===== src/hw/lsb_alu_pkg.sv =====
// shared types and constants for the logic, shift and bit datapath
package lsb_alu_pkg;

  localparam int unsigned DATA_W = 32;
  localparam int unsigned BITNO_W = 3;
  localparam int unsigned CCR_W = 8;
  // condition code register field positions
  localparam int unsigned CCR_C_POS = 0;
  localparam int unsigned CCR_V_POS = 1;
  localparam int unsigned CCR_Z_POS = 2;
  localparam int unsigned CCR_N_POS = 3;
  localparam logic [CCR_W-1:0] CCR_RST = 8'h80;
  localparam logic [DATA_W-1:0] DATA_ZERO = 32'h0000_0000;
  localparam logic [7:0] BYTE_ZERO = 8'h00;
  // sign bit positions per operand size
  localparam int unsigned MSB_B = 7;
  localparam int unsigned MSB_W = 15;
  localparam int unsigned MSB_L = 31;

  typedef enum logic [1:0] {
    SIZE_B,
    SIZE_W,
    SIZE_L
  } op_size_e;

  typedef enum logic [4:0] {
    OP_NONE,
    OP_AND,
    OP_OR,
    OP_XOR,
    OP_NOT,
    OP_ARITH_LEFT_SHIFT,
    OP_ARITH_RIGHT_SHIFT,
    OP_LOGIC_LEFT_SHIFT,
    OP_LOGIC_RIGHT_SHIFT,
    OP_ROTATE_LEFT,
    OP_ROTATE_RIGHT,
    OP_ROTATE_LEFT_VIA_CARRY,
    OP_ROTATE_RIGHT_VIA_CARRY,
    OP_BIT_FORCE_ONE,
    OP_BIT_FORCE_ZERO,
    OP_BIT_INVERT,
    OP_BIT_TEST_TO_ZERO_FLAG,
    OP_BIT_AND_CARRY,
    OP_INV_BIT_AND_CARRY,
    OP_BIT_OR_CARRY,
    OP_INV_BIT_OR_CARRY,
    OP_BIT_XOR_CARRY,
    OP_INV_BIT_XOR_CARRY,
    OP_BIT_LOAD_CARRY,
    OP_INV_BIT_LOAD_CARRY,
    OP_CARRY_STORE_BIT,
    OP_INV_CARRY_STORE_BIT
  } op_e;

  // request from the decoder
  typedef struct packed {
    op_e op;
    op_size_e size;
    logic [DATA_W-1:0] dst;
    logic [DATA_W-1:0] src;
    logic use_imm;
    logic [DATA_W-1:0] imm;
    logic bit_from_reg;
    logic [BITNO_W-1:0] bit_imm;
    logic to_mem;
  } alu_req_s;

  // answer to the register file
  typedef struct packed {
    logic wr_en;
    op_size_e size;
    logic [DATA_W-1:0] data;
  } alu_rsp_s;

  // memory byte port
  typedef struct packed {
    logic rd;
    logic wr;
    logic [7:0] wdata;
  } mem_req_s;

endpackage


===== src/hw/lsb_bit_unit.sv =====
// single-bit manipulation unit on one byte operand
`timescale 1ns/100ps
module lsb_bit_unit
  import lsb_alu_pkg::*;
(
  input wire lsb_alu_pkg::op_e op_i,
  input wire logic [7:0] byte_i,
  input wire logic [lsb_alu_pkg::BITNO_W-1:0] bit_no_i,
  input wire logic carry_i,
  output logic [7:0] byte_o,
  output logic carry_o,
  output logic zero_o,
  output logic byte_wr_o,
  output logic carry_wr_o,
  output logic zero_wr_o
);

  logic sel_bit;
  logic [7:0] mask;

  assign sel_bit = byte_i[bit_no_i];
  assign mask = 8'h01 << bit_no_i;

  // one case per operation, defaults leave everything untouched
  always_comb begin
    byte_o = byte_i;
    carry_o = carry_i;
    zero_o = 1'b0;
    byte_wr_o = 1'b0;
    carry_wr_o = 1'b0;
    zero_wr_o = 1'b0;
    case (op_i)
      // [RULE_10] force bit one
      OP_BIT_FORCE_ONE: begin
        byte_o = byte_i | mask;
        byte_wr_o = 1'b1;
      end
      // [RULE_11] force bit zero
      OP_BIT_FORCE_ZERO: begin
        byte_o = byte_i & ~mask;
        byte_wr_o = 1'b1;
      end
      // [RULE_12] toggle selected bit
      OP_BIT_INVERT: begin
        byte_o = byte_i ^ mask;
        byte_wr_o = 1'b1;
      end
      // [RULE_13] zero flag gets complement
      OP_BIT_TEST_TO_ZERO_FLAG: begin
        zero_o = ~sel_bit;
        zero_wr_o = 1'b1;
      end
      // [RULE_15] carry and bit
      OP_BIT_AND_CARRY: begin
        carry_o = carry_i & sel_bit;
        carry_wr_o = 1'b1;
      end
      OP_INV_BIT_AND_CARRY: begin
        carry_o = carry_i & ~sel_bit;
        carry_wr_o = 1'b1;
      end
      // [RULE_16] carry or bit
      OP_BIT_OR_CARRY: begin
        carry_o = carry_i | sel_bit;
        carry_wr_o = 1'b1;
      end
      OP_INV_BIT_OR_CARRY: begin
        carry_o = carry_i | ~sel_bit;
        carry_wr_o = 1'b1;
      end
      // [RULE_17] carry xor bit
      OP_BIT_XOR_CARRY: begin
        carry_o = carry_i ^ sel_bit;
        carry_wr_o = 1'b1;
      end
      OP_INV_BIT_XOR_CARRY: begin
        carry_o = carry_i ^ ~sel_bit;
        carry_wr_o = 1'b1;
      end
      // [RULE_18] bit into carry
      OP_BIT_LOAD_CARRY: begin
        carry_o = sel_bit;
        carry_wr_o = 1'b1;
      end
      OP_INV_BIT_LOAD_CARRY: begin
        carry_o = ~sel_bit;
        carry_wr_o = 1'b1;
      end
      // [RULE_19] carry into bit
      OP_CARRY_STORE_BIT: begin
        byte_o = carry_i ? (byte_i | mask) : (byte_i & ~mask);
        byte_wr_o = 1'b1;
      end
      OP_INV_CARRY_STORE_BIT: begin
        byte_o = carry_i ? (byte_i & ~mask) : (byte_i | mask);
        byte_wr_o = 1'b1;
      end
      default: begin
        byte_o = byte_i;
      end
    endcase
  end

endmodule


===== src/hw/logic_shift_bit_alu.sv =====
// logic, shift, rotate and bit manipulation execution datapath
`timescale 1ns/100ps

// How it works
// [RULE_01] and: destination and source or immediate, result to destination
// [RULE_02] or: destination or source or immediate, result to destination
// [RULE_03] xor: destination xor source or immediate, result to destination
// [RULE_04] not: one's complement of the register within the width
// [RULE_05] logic, shift, rotate work on byte, word or longword widths
// [RULE_06] arithmetic shifts left and right, right keeps the sign
// [RULE_07] logical shifts left and right fill with zero
// [RULE_08] rotate within width, out bit re-enters other end
// [RULE_09] rotate through carry: old carry in, out bit to carry
// [RULE_10] force-one sets the selected byte bit
// [RULE_11] force-zero clears the selected byte bit
// [RULE_12] invert toggles the selected bit and writes byte back
// [RULE_13] bit test puts complement of bit into zero flag
// [RULE_14] bit number from 3-bit immediate or register low three bits
// [RULE_15] carry and bit, inverted form uses complemented bit
// [RULE_16] carry or bit, inverted form uses complemented bit
// [RULE_17] carry xor bit, inverted form uses complemented bit
// [RULE_18] bit load copies bit or its complement into carry
// [RULE_19] carry store writes carry or its complement to bit
// [RULE_20] inverted carry forms take bit number from immediate only
// [RULE_21] carry used is the condition code register carry bit
// [RULE_22] register operands are 8, 16 or 32 bit halves or wholes
// [RULE_23] memory bit ops read byte, modify, write back
module logic_shift_bit_alu
  import lsb_alu_pkg::*;
(
  input wire logic clk_sys_i,
  input wire logic rst_b_i,
  input wire logic req_valid_i,
  input wire lsb_alu_pkg::alu_req_s req_i,
  input wire logic [7:0] mem_rdata_i,
  input wire logic mem_rvalid_i,
  input wire logic ccr_load_i,
  input wire logic [lsb_alu_pkg::CCR_W-1:0] ccr_wdata_i,
  output lsb_alu_pkg::alu_rsp_s rsp_o,
  output lsb_alu_pkg::mem_req_s mem_o,
  output logic busy_o,
  output logic done_o,
  output logic [lsb_alu_pkg::CCR_W-1:0] condition_code_register_o
);

  typedef enum logic [1:0] {
    ST_IDLE,
    ST_MEM_RD,
    ST_MEM_WR
  } state_e;

  ////////////////////////////////////////////////////////////////////////
  // helper functions

  // sign bit of a value at an operand size
  function automatic logic msb_of(input logic [DATA_W-1:0] v,
                                  input op_size_e sz);
    case (sz)
      SIZE_B: msb_of = v[MSB_B];
      SIZE_W: msb_of = v[MSB_W];
      default: msb_of = v[MSB_L];
    endcase
  endfunction

  // clip a value to the operand width, upper bits zero
  function automatic logic [DATA_W-1:0] clip(input logic [DATA_W-1:0] v,
                                             input op_size_e sz);
    case (sz)
      SIZE_B: clip = {24'h00_0000, v[MSB_B:0]};
      SIZE_W: clip = {16'h0000, v[MSB_W:0]};
      default: clip = v;
    endcase
  endfunction

  // place a bit at the top of the operand width
  function automatic logic [DATA_W-1:0] top_bit(input logic b,
                                                input op_size_e sz);
    logic [DATA_W-1:0] r;
    r = DATA_ZERO;
    case (sz)
      SIZE_B: r[MSB_B] = b;
      SIZE_W: r[MSB_W] = b;
      default: r[MSB_L] = b;
    endcase
    top_bit = r;
  endfunction

  // bit operations whose bit number must come from the immediate
  function automatic logic imm_only(input op_e op);
    case (op)
      OP_INV_BIT_AND_CARRY, OP_INV_BIT_OR_CARRY, OP_INV_BIT_XOR_CARRY,
      OP_INV_BIT_LOAD_CARRY, OP_INV_CARRY_STORE_BIT: imm_only = 1'b1;
      default: imm_only = 1'b0;
    endcase
  endfunction

  // all single-bit operations
  function automatic logic is_bit_op(input op_e op);
    is_bit_op = (op >= OP_BIT_FORCE_ONE) && (op <= OP_INV_CARRY_STORE_BIT);
  endfunction

  ////////////////////////////////////////////////////////////////////////
  // state and signals

  state_e state_q;
  alu_req_s req_q;
  alu_rsp_s rsp_q;
  mem_req_s mem_q;
  logic done_q;
  logic [CCR_W-1:0] ccr_q;

  logic [DATA_W-1:0] opnd_b;
  logic [DATA_W-1:0] a_clip;
  logic [DATA_W-1:0] word_res;
  logic word_carry;
  logic word_wr;
  logic word_carry_wr;
  logic carry_in;
  logic [BITNO_W-1:0] bit_no;
  logic [7:0] bit_byte_in;
  logic [7:0] bit_byte_out;
  logic bit_carry;
  logic bit_zero;
  logic bit_byte_wr;
  logic bit_carry_wr;
  logic bit_zero_wr;
  alu_req_s cur;

  // the operation under way: new request or the held memory one
  assign cur = (state_q == ST_IDLE) ? req_i : req_q;

  ////////////////////////////////////////////////////////////////////////
  // word datapath: logic, shift, rotate

  // [RULE_21] carry taken from the condition code register
  assign carry_in = ccr_q[CCR_C_POS];
  // [RULE_22] operand width picks low byte, low half or whole
  assign a_clip = clip(cur.dst, cur.size);
  assign opnd_b = clip(cur.use_imm ? cur.imm : cur.src, cur.size);

  // one case per operation; results are clipped, upper bits cleared
  always_comb begin
    word_res = a_clip;
    word_carry = carry_in;
    word_wr = 1'b1;
    word_carry_wr = 1'b0;
    case (cur.op)
      // [RULE_01] and with source or immediate
      OP_AND: word_res = a_clip & opnd_b;
      // [RULE_02] or with source or immediate
      OP_OR: word_res = a_clip | opnd_b;
      // [RULE_03] xor with source or immediate
      OP_XOR: word_res = a_clip ^ opnd_b;
      // [RULE_04] one's complement within width
      OP_NOT: word_res = clip(~a_clip, cur.size);
      // [RULE_06] arithmetic left, top bit to carry
      OP_ARITH_LEFT_SHIFT, OP_LOGIC_LEFT_SHIFT: begin
        word_res = clip(a_clip << 1, cur.size);
        word_carry = msb_of(a_clip, cur.size);
        word_carry_wr = 1'b1;
      end
      // [RULE_06] arithmetic right keeps sign
      OP_ARITH_RIGHT_SHIFT: begin
        word_res = (a_clip >> 1) | top_bit(msb_of(a_clip, cur.size),
                                           cur.size);
        word_carry = a_clip[0];
        word_carry_wr = 1'b1;
      end
      // [RULE_07] logical right fills zero
      OP_LOGIC_RIGHT_SHIFT: begin
        word_res = a_clip >> 1;
        word_carry = a_clip[0];
        word_carry_wr = 1'b1;
      end
      // [RULE_08] rotate left within width
      OP_ROTATE_LEFT: begin
        word_res = clip((a_clip << 1) | {31'h0, msb_of(a_clip, cur.size)},
                        cur.size);
        word_carry = msb_of(a_clip, cur.size);
        word_carry_wr = 1'b1;
      end
      // [RULE_08] rotate right within width
      OP_ROTATE_RIGHT: begin
        word_res = (a_clip >> 1) | top_bit(a_clip[0], cur.size);
        word_carry = a_clip[0];
        word_carry_wr = 1'b1;
      end
      // [RULE_09] left through carry
      OP_ROTATE_LEFT_VIA_CARRY: begin
        word_res = clip((a_clip << 1) | {31'h0, carry_in}, cur.size);
        word_carry = msb_of(a_clip, cur.size);
        word_carry_wr = 1'b1;
      end
      // [RULE_09] right through carry
      OP_ROTATE_RIGHT_VIA_CARRY: begin
        word_res = (a_clip >> 1) | top_bit(carry_in, cur.size);
        word_carry = a_clip[0];
        word_carry_wr = 1'b1;
      end
      default: word_wr = 1'b0;
    endcase
  end

  ////////////////////////////////////////////////////////////////////////
  // bit datapath

  // [RULE_14] bit number from immediate or register low bits
  // [RULE_20] inverted forms ignore the register selection
  assign bit_no = (cur.bit_from_reg && !imm_only(cur.op)) ?
                  cur.src[BITNO_W-1:0] : cur.bit_imm;
  // memory operand comes from the fetched byte
  assign bit_byte_in = (state_q == ST_MEM_RD) ? mem_rdata_i :
                       cur.dst[MSB_B:0];

  lsb_bit_unit u_bit (
    .op_i(cur.op),
    .byte_i(bit_byte_in),
    .bit_no_i(bit_no),
    .carry_i(carry_in),
    .byte_o(bit_byte_out),
    .carry_o(bit_carry),
    .zero_o(bit_zero),
    .byte_wr_o(bit_byte_wr),
    .carry_wr_o(bit_carry_wr),
    .zero_wr_o(bit_zero_wr)
  );

  ////////////////////////////////////////////////////////////////////////
  // sequencing

  // [RULE_23] memory bit ops go read, modify, write; carry and test ops end after the read
  always_ff @(posedge clk_sys_i) begin
    if (!rst_b_i) begin
      state_q <= ST_IDLE;
    end else begin
      case (state_q)
        ST_IDLE: begin
          if (req_valid_i && req_i.to_mem && is_bit_op(req_i.op)) begin
            state_q <= ST_MEM_RD;
          end
        end
        ST_MEM_RD: begin
          if (mem_rvalid_i) begin
            state_q <= bit_byte_wr ? ST_MEM_WR : ST_IDLE;
          end
        end
        ST_MEM_WR: state_q <= ST_IDLE;
        default: state_q <= ST_IDLE;
      endcase
    end
  end

  // hold the memory request while the byte is fetched
  always_ff @(posedge clk_sys_i) begin
    if (!rst_b_i) begin
      req_q <= '0;
    end else if (state_q == ST_IDLE && req_valid_i) begin
      req_q <= req_i;
    end
  end

  // memory strobes: read on accept, write once modified
  always_ff @(posedge clk_sys_i) begin
    if (!rst_b_i) begin
      mem_q <= '0;
    end else begin
      mem_q.rd <= (state_q == ST_IDLE) && req_valid_i && req_i.to_mem &&
                  is_bit_op(req_i.op);
      mem_q.wr <= (state_q == ST_MEM_RD) && mem_rvalid_i && bit_byte_wr;
      if (state_q == ST_MEM_RD && mem_rvalid_i) begin
        mem_q.wdata <= bit_byte_out;
      end
    end
  end

  // register writeback, one-cycle pulse
  always_ff @(posedge clk_sys_i) begin
    if (!rst_b_i) begin
      rsp_q <= '0;
    end else begin
      rsp_q.wr_en <= 1'b0;
      if (state_q == ST_IDLE && req_valid_i && !req_i.to_mem) begin
        // [RULE_05] result sized to operand width
        if (word_wr) begin
          rsp_q.wr_en <= 1'b1;
          rsp_q.size <= req_i.size;
          rsp_q.data <= word_res;
        end else if (bit_byte_wr) begin
          rsp_q.wr_en <= 1'b1;
          rsp_q.size <= SIZE_B;
          rsp_q.data <= {24'h00_0000, bit_byte_out};
        end
      end
    end
  end

  // completion pulse for every finished operation
  always_ff @(posedge clk_sys_i) begin
    if (!rst_b_i) begin
      done_q <= 1'b0;
    end else begin
      done_q <= (state_q == ST_IDLE && req_valid_i &&
                 !(req_i.to_mem && is_bit_op(req_i.op))) ||
                (state_q == ST_MEM_RD && mem_rvalid_i && !bit_byte_wr) ||
                (state_q == ST_MEM_WR);
    end
  end

  // flags: a decoder load wins, else this op's own flag update
  always_ff @(posedge clk_sys_i) begin
    if (!rst_b_i) begin
      ccr_q <= CCR_RST;
    end else if (ccr_load_i) begin
      ccr_q <= ccr_wdata_i;
    end else if ((state_q == ST_IDLE && req_valid_i && !req_i.to_mem) ||
                 (state_q == ST_MEM_RD && mem_rvalid_i)) begin
      // [RULE_21] carry lives in the condition code register
      if (word_carry_wr) begin
        ccr_q[CCR_C_POS] <= word_carry;
      end else if (bit_carry_wr) begin
        ccr_q[CCR_C_POS] <= bit_carry;
      end
      // [RULE_13] zero flag from bit test
      if (bit_zero_wr) begin
        ccr_q[CCR_Z_POS] <= bit_zero;
      end
    end
  end

  assign rsp_o = rsp_q;
  assign mem_o = mem_q;
  assign busy_o = (state_q != ST_IDLE);
  assign done_o = done_q;
  assign condition_code_register_o = ccr_q;

endmodule


===== config.mk =====
export PLATFORM = sky130hd
export DESIGN_NAME = logic_shift_bit_alu
export DESIGN_NICKNAME = d
export VERILOG_FILES = /design/src/hw/lsb_alu_pkg.sv /design/src/hw/lsb_bit_unit.sv /design/src/hw/logic_shift_bit_alu.sv
export SDC_FILE = /design/constraint.sdc
export NUM_CORES = 1
export LEC_CHECK = 0
export BUFFER_PORTS_ARGS = -buffer_cell sky130_fd_sc_hd__buf_2
export CAP_MARGIN = 5
export CELL_PAD_IN_SITES_DETAIL_PLACEMENT = 0
export CELL_PAD_IN_SITES_GLOBAL_PLACEMENT = 1
export CORE_ASPECT_RATIO = 0.75
export CORE_MARGIN = 5
export CORE_UTILIZATION = 35
export DETAILED_ROUTE_END_ITERATION = 8
export PLACE_DENSITY_LB_ADDON = 0.3
export SYNTH_ARGS = -nofsm -noshare
export SYNTH_HDL_FRONTEND = slang
export SYNTH_HIERARCHICAL = 1
export SYNTH_SLANG_ARGS = --single-unit

===== constraint.sdc =====
create_clock -name clk_sys_i -period 6.84 [get_ports clk_sys_i]
set_input_delay 1.368 -clock clk_sys_i [delete_from_list [all_inputs] [get_ports clk_sys_i]]
set_output_delay 1.368 -clock clk_sys_i [all_outputs]
set_load 0.02 [all_outputs]

Word level (Yosys, flattened, before mapping):

Cells that the tools add are included.

* output and inout bits: 55
* bits of input ports: 130
* register bits: 165

* reduce and logical (&&, ||, !) cells: 42
* magnitude comparators: 3
* shifts and indexed selects: 1
* muxes and demuxes: 58
* bitwise operators: 20
* eq/ne operators: 32

Operators with widths (count)
* $pmux 32 s2: 6
* $pmux 32 s11: 1
* $mux 109: 1
* $or 31x32->32: 3
* $mux 35: 2
* $or 32x1->32: 2
* $eq 5x5->1 const B: 11
* $eq 5x4->1 const B: 8
* $pmux 8 s5: 1
* $mux 1: 34
* $and 32x32->32: 1
* $mux 32: 1
* $not 32->32: 1
* $or 32x32->32: 1
* $xor 32x32->32: 1
* $mux 8: 3
* $eq 5x3->1 const B: 4
* $reduce_or 8->1: 2
* $logic_and 1x1->1: 13
* $reduce_or 12->1: 1
* $eq 5x2->1 const B: 2
* $reduce_bool 10->1: 1
* $reduce_or 5->1: 2
* $and 8x8->8: 1
* 32 further kinds: 53

Depth between registers and ports, before layout:

* depth after elaboration: 17
* depth in mapped cells: 20
* mapped depth without buffers: 15

Cells and area by module:

The synthesis kept the hierarchy.

Modules (own cells, without submodules)
* logic_shift_bit_alu: sequential area each 3283.1 sq um, area an instance 10860.4 sq um, cells an instance 1380, times used 1
* lsb_bit_unit: sequential area each 0.0 sq um, area an instance 962.2 sq um, cells an instance 143, times used 1

Worst setup path before layout:

OpenSTA, ideal clock, no wires.

* path type: input to register
* start: input req_i[105] (netlist name)
* end: register rsp_q (netlist bit rsp_o[0])
* arrival: 4680 ps
* cell stages on the path: 14
* slack: 2041 ps
* library setup time: 119 ps
* data required time: 6721 ps
* buffers on the path: 1
* cell sequence: or4_1 o31ai_1 a2111oi_0 a21oi_1 mux4_2 buf_4 or3_2 ha_1 mux2_2 a21oi_1 o221ai_1 o22ai_1 o2111ai_1 o221a_1

* word-level cells in the longest chain between the ends: 14
* elaborated cells between the ends (all ways): 45
* classes of those cells: eq/ne (21); shift (1); mux (11); bitwise (4); reduce/logical (8)

RTL lines
* from (decl): RTL line logic_shift_bit_alu.sv:34 `input wire lsb_alu_pkg::alu_req_s req_i,`
* $mux 109 *: RTL line logic_shift_bit_alu.sv:130 `assign cur = (state_q == ST_IDLE) ? req_i : req_q;`
* $eq 5x5->1: RTL line logic_shift_bit_alu.sv:90 `case (op)`
* $reduce_or 5->1 *: RTL line logic_shift_bit_alu.sv:90
* $mux 1 *: RTL line logic_shift_bit_alu.sv:90
* $logic_not 1->1 *: RTL line logic_shift_bit_alu.sv:209 `assign bit_no = (cur.bit_from_reg && !imm_only(cur.op)) ?`
* $logic_and 1x1->1 *: RTL line logic_shift_bit_alu.sv:209
* $mux 3 *: RTL line logic_shift_bit_alu.sv:209
* net bit_no[0]: RTL line logic_shift_bit_alu.sv:119 `logic [BITNO_W-1:0] bit_no;`
* $shl 1x3->8 *: RTL line lsb_bit_unit.sv:22 `assign mask = 8'h01 << bit_no_i;`
* $not 8->8: RTL line lsb_bit_unit.sv:40, lsb_bit_unit.sv:91, lsb_bit_unit.sv:95
* $and 8x8->8: RTL line lsb_bit_unit.sv:40, lsb_bit_unit.sv:91, lsb_bit_unit.sv:95
* $mux 8 (on tied branches): RTL line lsb_bit_unit.sv:95, lsb_bit_unit.sv:91
* $pmux 8 s5 *: RTL line lsb_bit_unit.sv:32 `case (op_i)`
* net bit_byte_out[0]: RTL line logic_shift_bit_alu.sv:121 `logic [7:0] bit_byte_out;`
* $mux 35 *: RTL line logic_shift_bit_alu.sv:288 `end else if (bit_byte_wr) begin`
* $mux 35 *: RTL line logic_shift_bit_alu.sv:284 `if (word_wr) begin`
* to (decl): RTL line logic_shift_bit_alu.sv:107 `alu_rsp_s rsp_q;`

The timed path passes the listed nets; every way through them passes the cells marked *. The select of a mux whose other input is x is not followed.
A chain may end at the register's enable or synchronous reset.

Final worst setup path:

* start: register state_q[1]
* end: register rsp_q (netlist bit rsp_o[0])

* word-level cells in the longest chain between the ends: 15
* elaborated cells between the ends (all ways): 67
* classes of those cells: eq/ne (23); shift (1); mux (19); bitwise (12); reduce/logical (12)

RTL lines
* from (decl): RTL line logic_shift_bit_alu.sv:105 `state_e state_q;`
* from (signal assigned): RTL line logic_shift_bit_alu.sv:244 `state_q <= bit_byte_wr ? ST_MEM_WR : ST_IDLE;`
* $logic_not 2->1 *: RTL line logic_shift_bit_alu.sv:130
* $mux 109 *: RTL line logic_shift_bit_alu.sv:130
* $eq 5x5->1: RTL line logic_shift_bit_alu.sv:90
* $reduce_or 5->1: RTL line logic_shift_bit_alu.sv:90
* $mux 1: RTL line logic_shift_bit_alu.sv:90
* $logic_not 1->1: RTL line logic_shift_bit_alu.sv:209
* $logic_and 1x1->1: RTL line logic_shift_bit_alu.sv:209
* $mux 3 *: RTL line logic_shift_bit_alu.sv:209
* net bit_no[0]: RTL line logic_shift_bit_alu.sv:119
* $shl 1x3->8 *: RTL line lsb_bit_unit.sv:22
* $not 8->8: RTL line lsb_bit_unit.sv:40, lsb_bit_unit.sv:91, lsb_bit_unit.sv:95
* $and 8x8->8: RTL line lsb_bit_unit.sv:40, lsb_bit_unit.sv:91, lsb_bit_unit.sv:95
* $mux 8 (on tied branches): RTL line lsb_bit_unit.sv:95, lsb_bit_unit.sv:91
* $pmux 8 s5 *: RTL line lsb_bit_unit.sv:32
* net bit_byte_out[0]: RTL line logic_shift_bit_alu.sv:121
* $mux 35 *: RTL line logic_shift_bit_alu.sv:288
* $mux 35 *: RTL line logic_shift_bit_alu.sv:284

Marked as above.

==> results.md <==
* Hold Buf Count CTS at 0
* Wire per inst at between 20 and 25 µm
* DRT Pass-1 Iters at 5
* Fraction of layout cells with a size suffix above 1 at about a fifth
* Synth area leaders: dfxtp_1, nand2_1, ha_1
* Routed WL at about 45000 µm
* Maximum VDD drop at between 0.1 and 0.15 mV
* Clk buf depth at 2
* Crit path kind: reg -> reg
* Least-Margin Pin Slew at roughly 1100 ps
* Total track usage at 23.1%
* RSZ-0062 raised after global routing: no
* Row cnt at 58
* Post-route ant nets at 0
* CP Data Required Time at slightly above 7000 ps
* Core Area at ~0.033 mm²
* Post_cts resized at 0
* Slew HR at a little over a fifth
* Post-CTS setup repair buffer count at 0
* Die Y-Extent at around 170 µm
* Main synth FF type: dfxtp_1
* Syn_area_per_cell at 7.76 µm²
* Starting Density at a little over a third
* Antenna violations before repair at 0
* Syn Inst Count at roughly 1500
* Top-Level Pins at between 150 and 200
* Synthesized cell area at ~0.012 mm²
* Largest net degree at the start of global routing at between 80 and 90
* Setup crit end kind: flip-flop
* Gpl congestion at between 0.9 and 1
* FMAX at between 150 and 200 MHz
* Yosys top cell by area: dfxtp_1
* Final Critical Period at around 5400 ps
* Period utilisation layout at 79.7%
* Area grow syn2layout at 14.0%
* Yosys cell types at 94
* Synthesis Warnings at 6
* Root buf cell: clkbuf_16
* Leakage at about 6.1 nW
* H-tree depth at 4
* CP Data Arrival Time at ~5800 ps
* DRC viols at 0
* FFs w/ async S/R, synth at 0%
* Most common library cells after synthesis: nand2_1, dfxtp_1, a21oi_1
* Final setup fails at 0
* Syn nets at 1733
* Post-Place Cells at 2062
* Via Count at around 12000
* CP Launch Type: flip-flop
* Die Span X at between 200 and 250 µm
* Total grt overflow at 0
* CTS buffer count at 17
* Die ar. at roughly 0.038 mm²
* Vias in the first global route at 10900
* Nets at ~1800
* Clk slew on worst S/H paths at 70 ps
* Status: completed
* Clock latency on the worst-skew pair at around 460 ps
* Tot Pwr at around 2.8 mW
* Setup_tns at 0 ps
* Final Util at between 40% and 50%
* Port bufs at around 180
* Top-count cell post-synth: nand2_1
* CTS tree: built
* First-pass GRT wire length at 67900 µm
* PD cells at about 200 mW/mm²
* Ant. Diodes at 0
* Max Cap Viol at 0
* Worst min-delay path category: reg -> reg
* Worst-path maximum fanout at 67
* Clock sink total at approximately 160
* Seq cells post-synth at 164
* Iteration-0 DRC Markers at around 1200
* Via/cell ratio at approximately 5.6
* Post-route insts no fill at roughly 2100
* Clock skew at between 10 and 15 ps
* Post-synth top area share at between 20% and 30%
* Endpoints failing hold at 0
* Number of synthesized flops with an enable pin at 0
* Post-synthesis sequential area ratio at roughly 28%
* HPWL after DPL at between 30000 and 40000 µm
* Slew Limit Fails at 0
[critical path: stages, from the launching register on]
cell       delay, ps
dfxtp_1          310
buf_4            390
nor2_8           120
buf_4            390
inv_2            130
o21ai_0          180
a2111oi_0       1020
a21oi_1          260
mux4_2           510
or3_2            550
ha_1             290
mux2_2           270
a21oi_1          150
o221ai_1         160
o22ai_1          230
o2111ai_1        130
o221a_1          230
[area by class of cell]
type / instances / area, µm²
Tap cell: 450 / 563
Fill cell: 3453 / 20000
Inverter: 86 / 325
Sequential cell: 164 / 3280
Clock inverter: 14 / 150
Timing Repair Buffer: 202 / 1060
Clock buffer: 18 / 429
Multi-Input combinational cell: 1160 / 7670
[through the flow]
step	hold slack, ps	setup WS, ps	instance area (µm²)
6_report	453	1390	13500
5_1_grt	469	1100	13500
3_5_place_dp	442	1330	12900
2_1_floorplan	433	2040	11800
3_3_place_gp	439	1440	12900
4_1_cts	454	1570	13500
[state kept, by name (all words and copies together), names as in the netlist]
name,cells
condition_code_register_o,8
state_q,2
done_o,1
req_q,108
mem_o,10
rsp_o,35
[power by group]
part	internal, mW	total, mW	switching, mW
combinational	0.255	0.723	0.468
clock	0.542	0.996	0.454
sequential	1.00	1.04	0.0371
total	1.80	2.76	0.959
[layer usage]
layer	vias to the layer above	routed length (µm)	track usage, %
met5	-	0	0
met4	0	788	6.05
met3	57	4100	6.95
met2	483	17900	31.7
met1	5567	22300	35.1
li1	5556	-	-
[cell families after synthesis]
logic type	count (synthesis)	share of synthesized area (%)
simple gates	529	19.7
mux	127	11.6
fa+ha+maj	80	8.47
buf+inv	199	7.42
compound gates	418	24.6
flops	164	27.8
xor+xnor	6	0.444
[placed cells by master, fill, tap and decap left out, types with 7 or more instances in the layout]
master and instances:
o221ai_1 12, nand2b_1 20, a211o_1 8, a22o_1 14, o211ai_1 32, nor2_1 126, mux2i_1 80, a22oi_1 10
nand3_1 13, mux2_2 41, nor3_1 7, ha_1 80, clkbuf_16 17, o21ai_1 10, nand2_1 308, dfxtp_1 164
a32oi_1 10, inv_1 80, a211oi_1 7, o21ai_0 43, a21oi_1 156, a221oi_1 7, o22ai_1 22, buf_2 184
o21a_1 7, o2bb2ai_1 18, buf_4 18
[path summary, 6_finish.rpt]
path	cells after the start	end	startpoint	slack, ps
min	2	req_q[76]$_SDFFE_PN0P_	req_q[76]$_SDFFE_PN0P_	450
max	16	rsp_o[0]$_SDFFE_PN0P_	state_q[1]$_SDFFE_PN0P_	1390
min reg2reg	2	req_q[76]$_SDFFE_PN0P_	req_q[76]$_SDFFE_PN0P_	450
max reg2reg	16	rsp_o[0]$_SDFFE_PN0P_	state_q[1]$_SDFFE_PN0P_	1390
No activity file was read; power rests on OpenSTA's default activity.
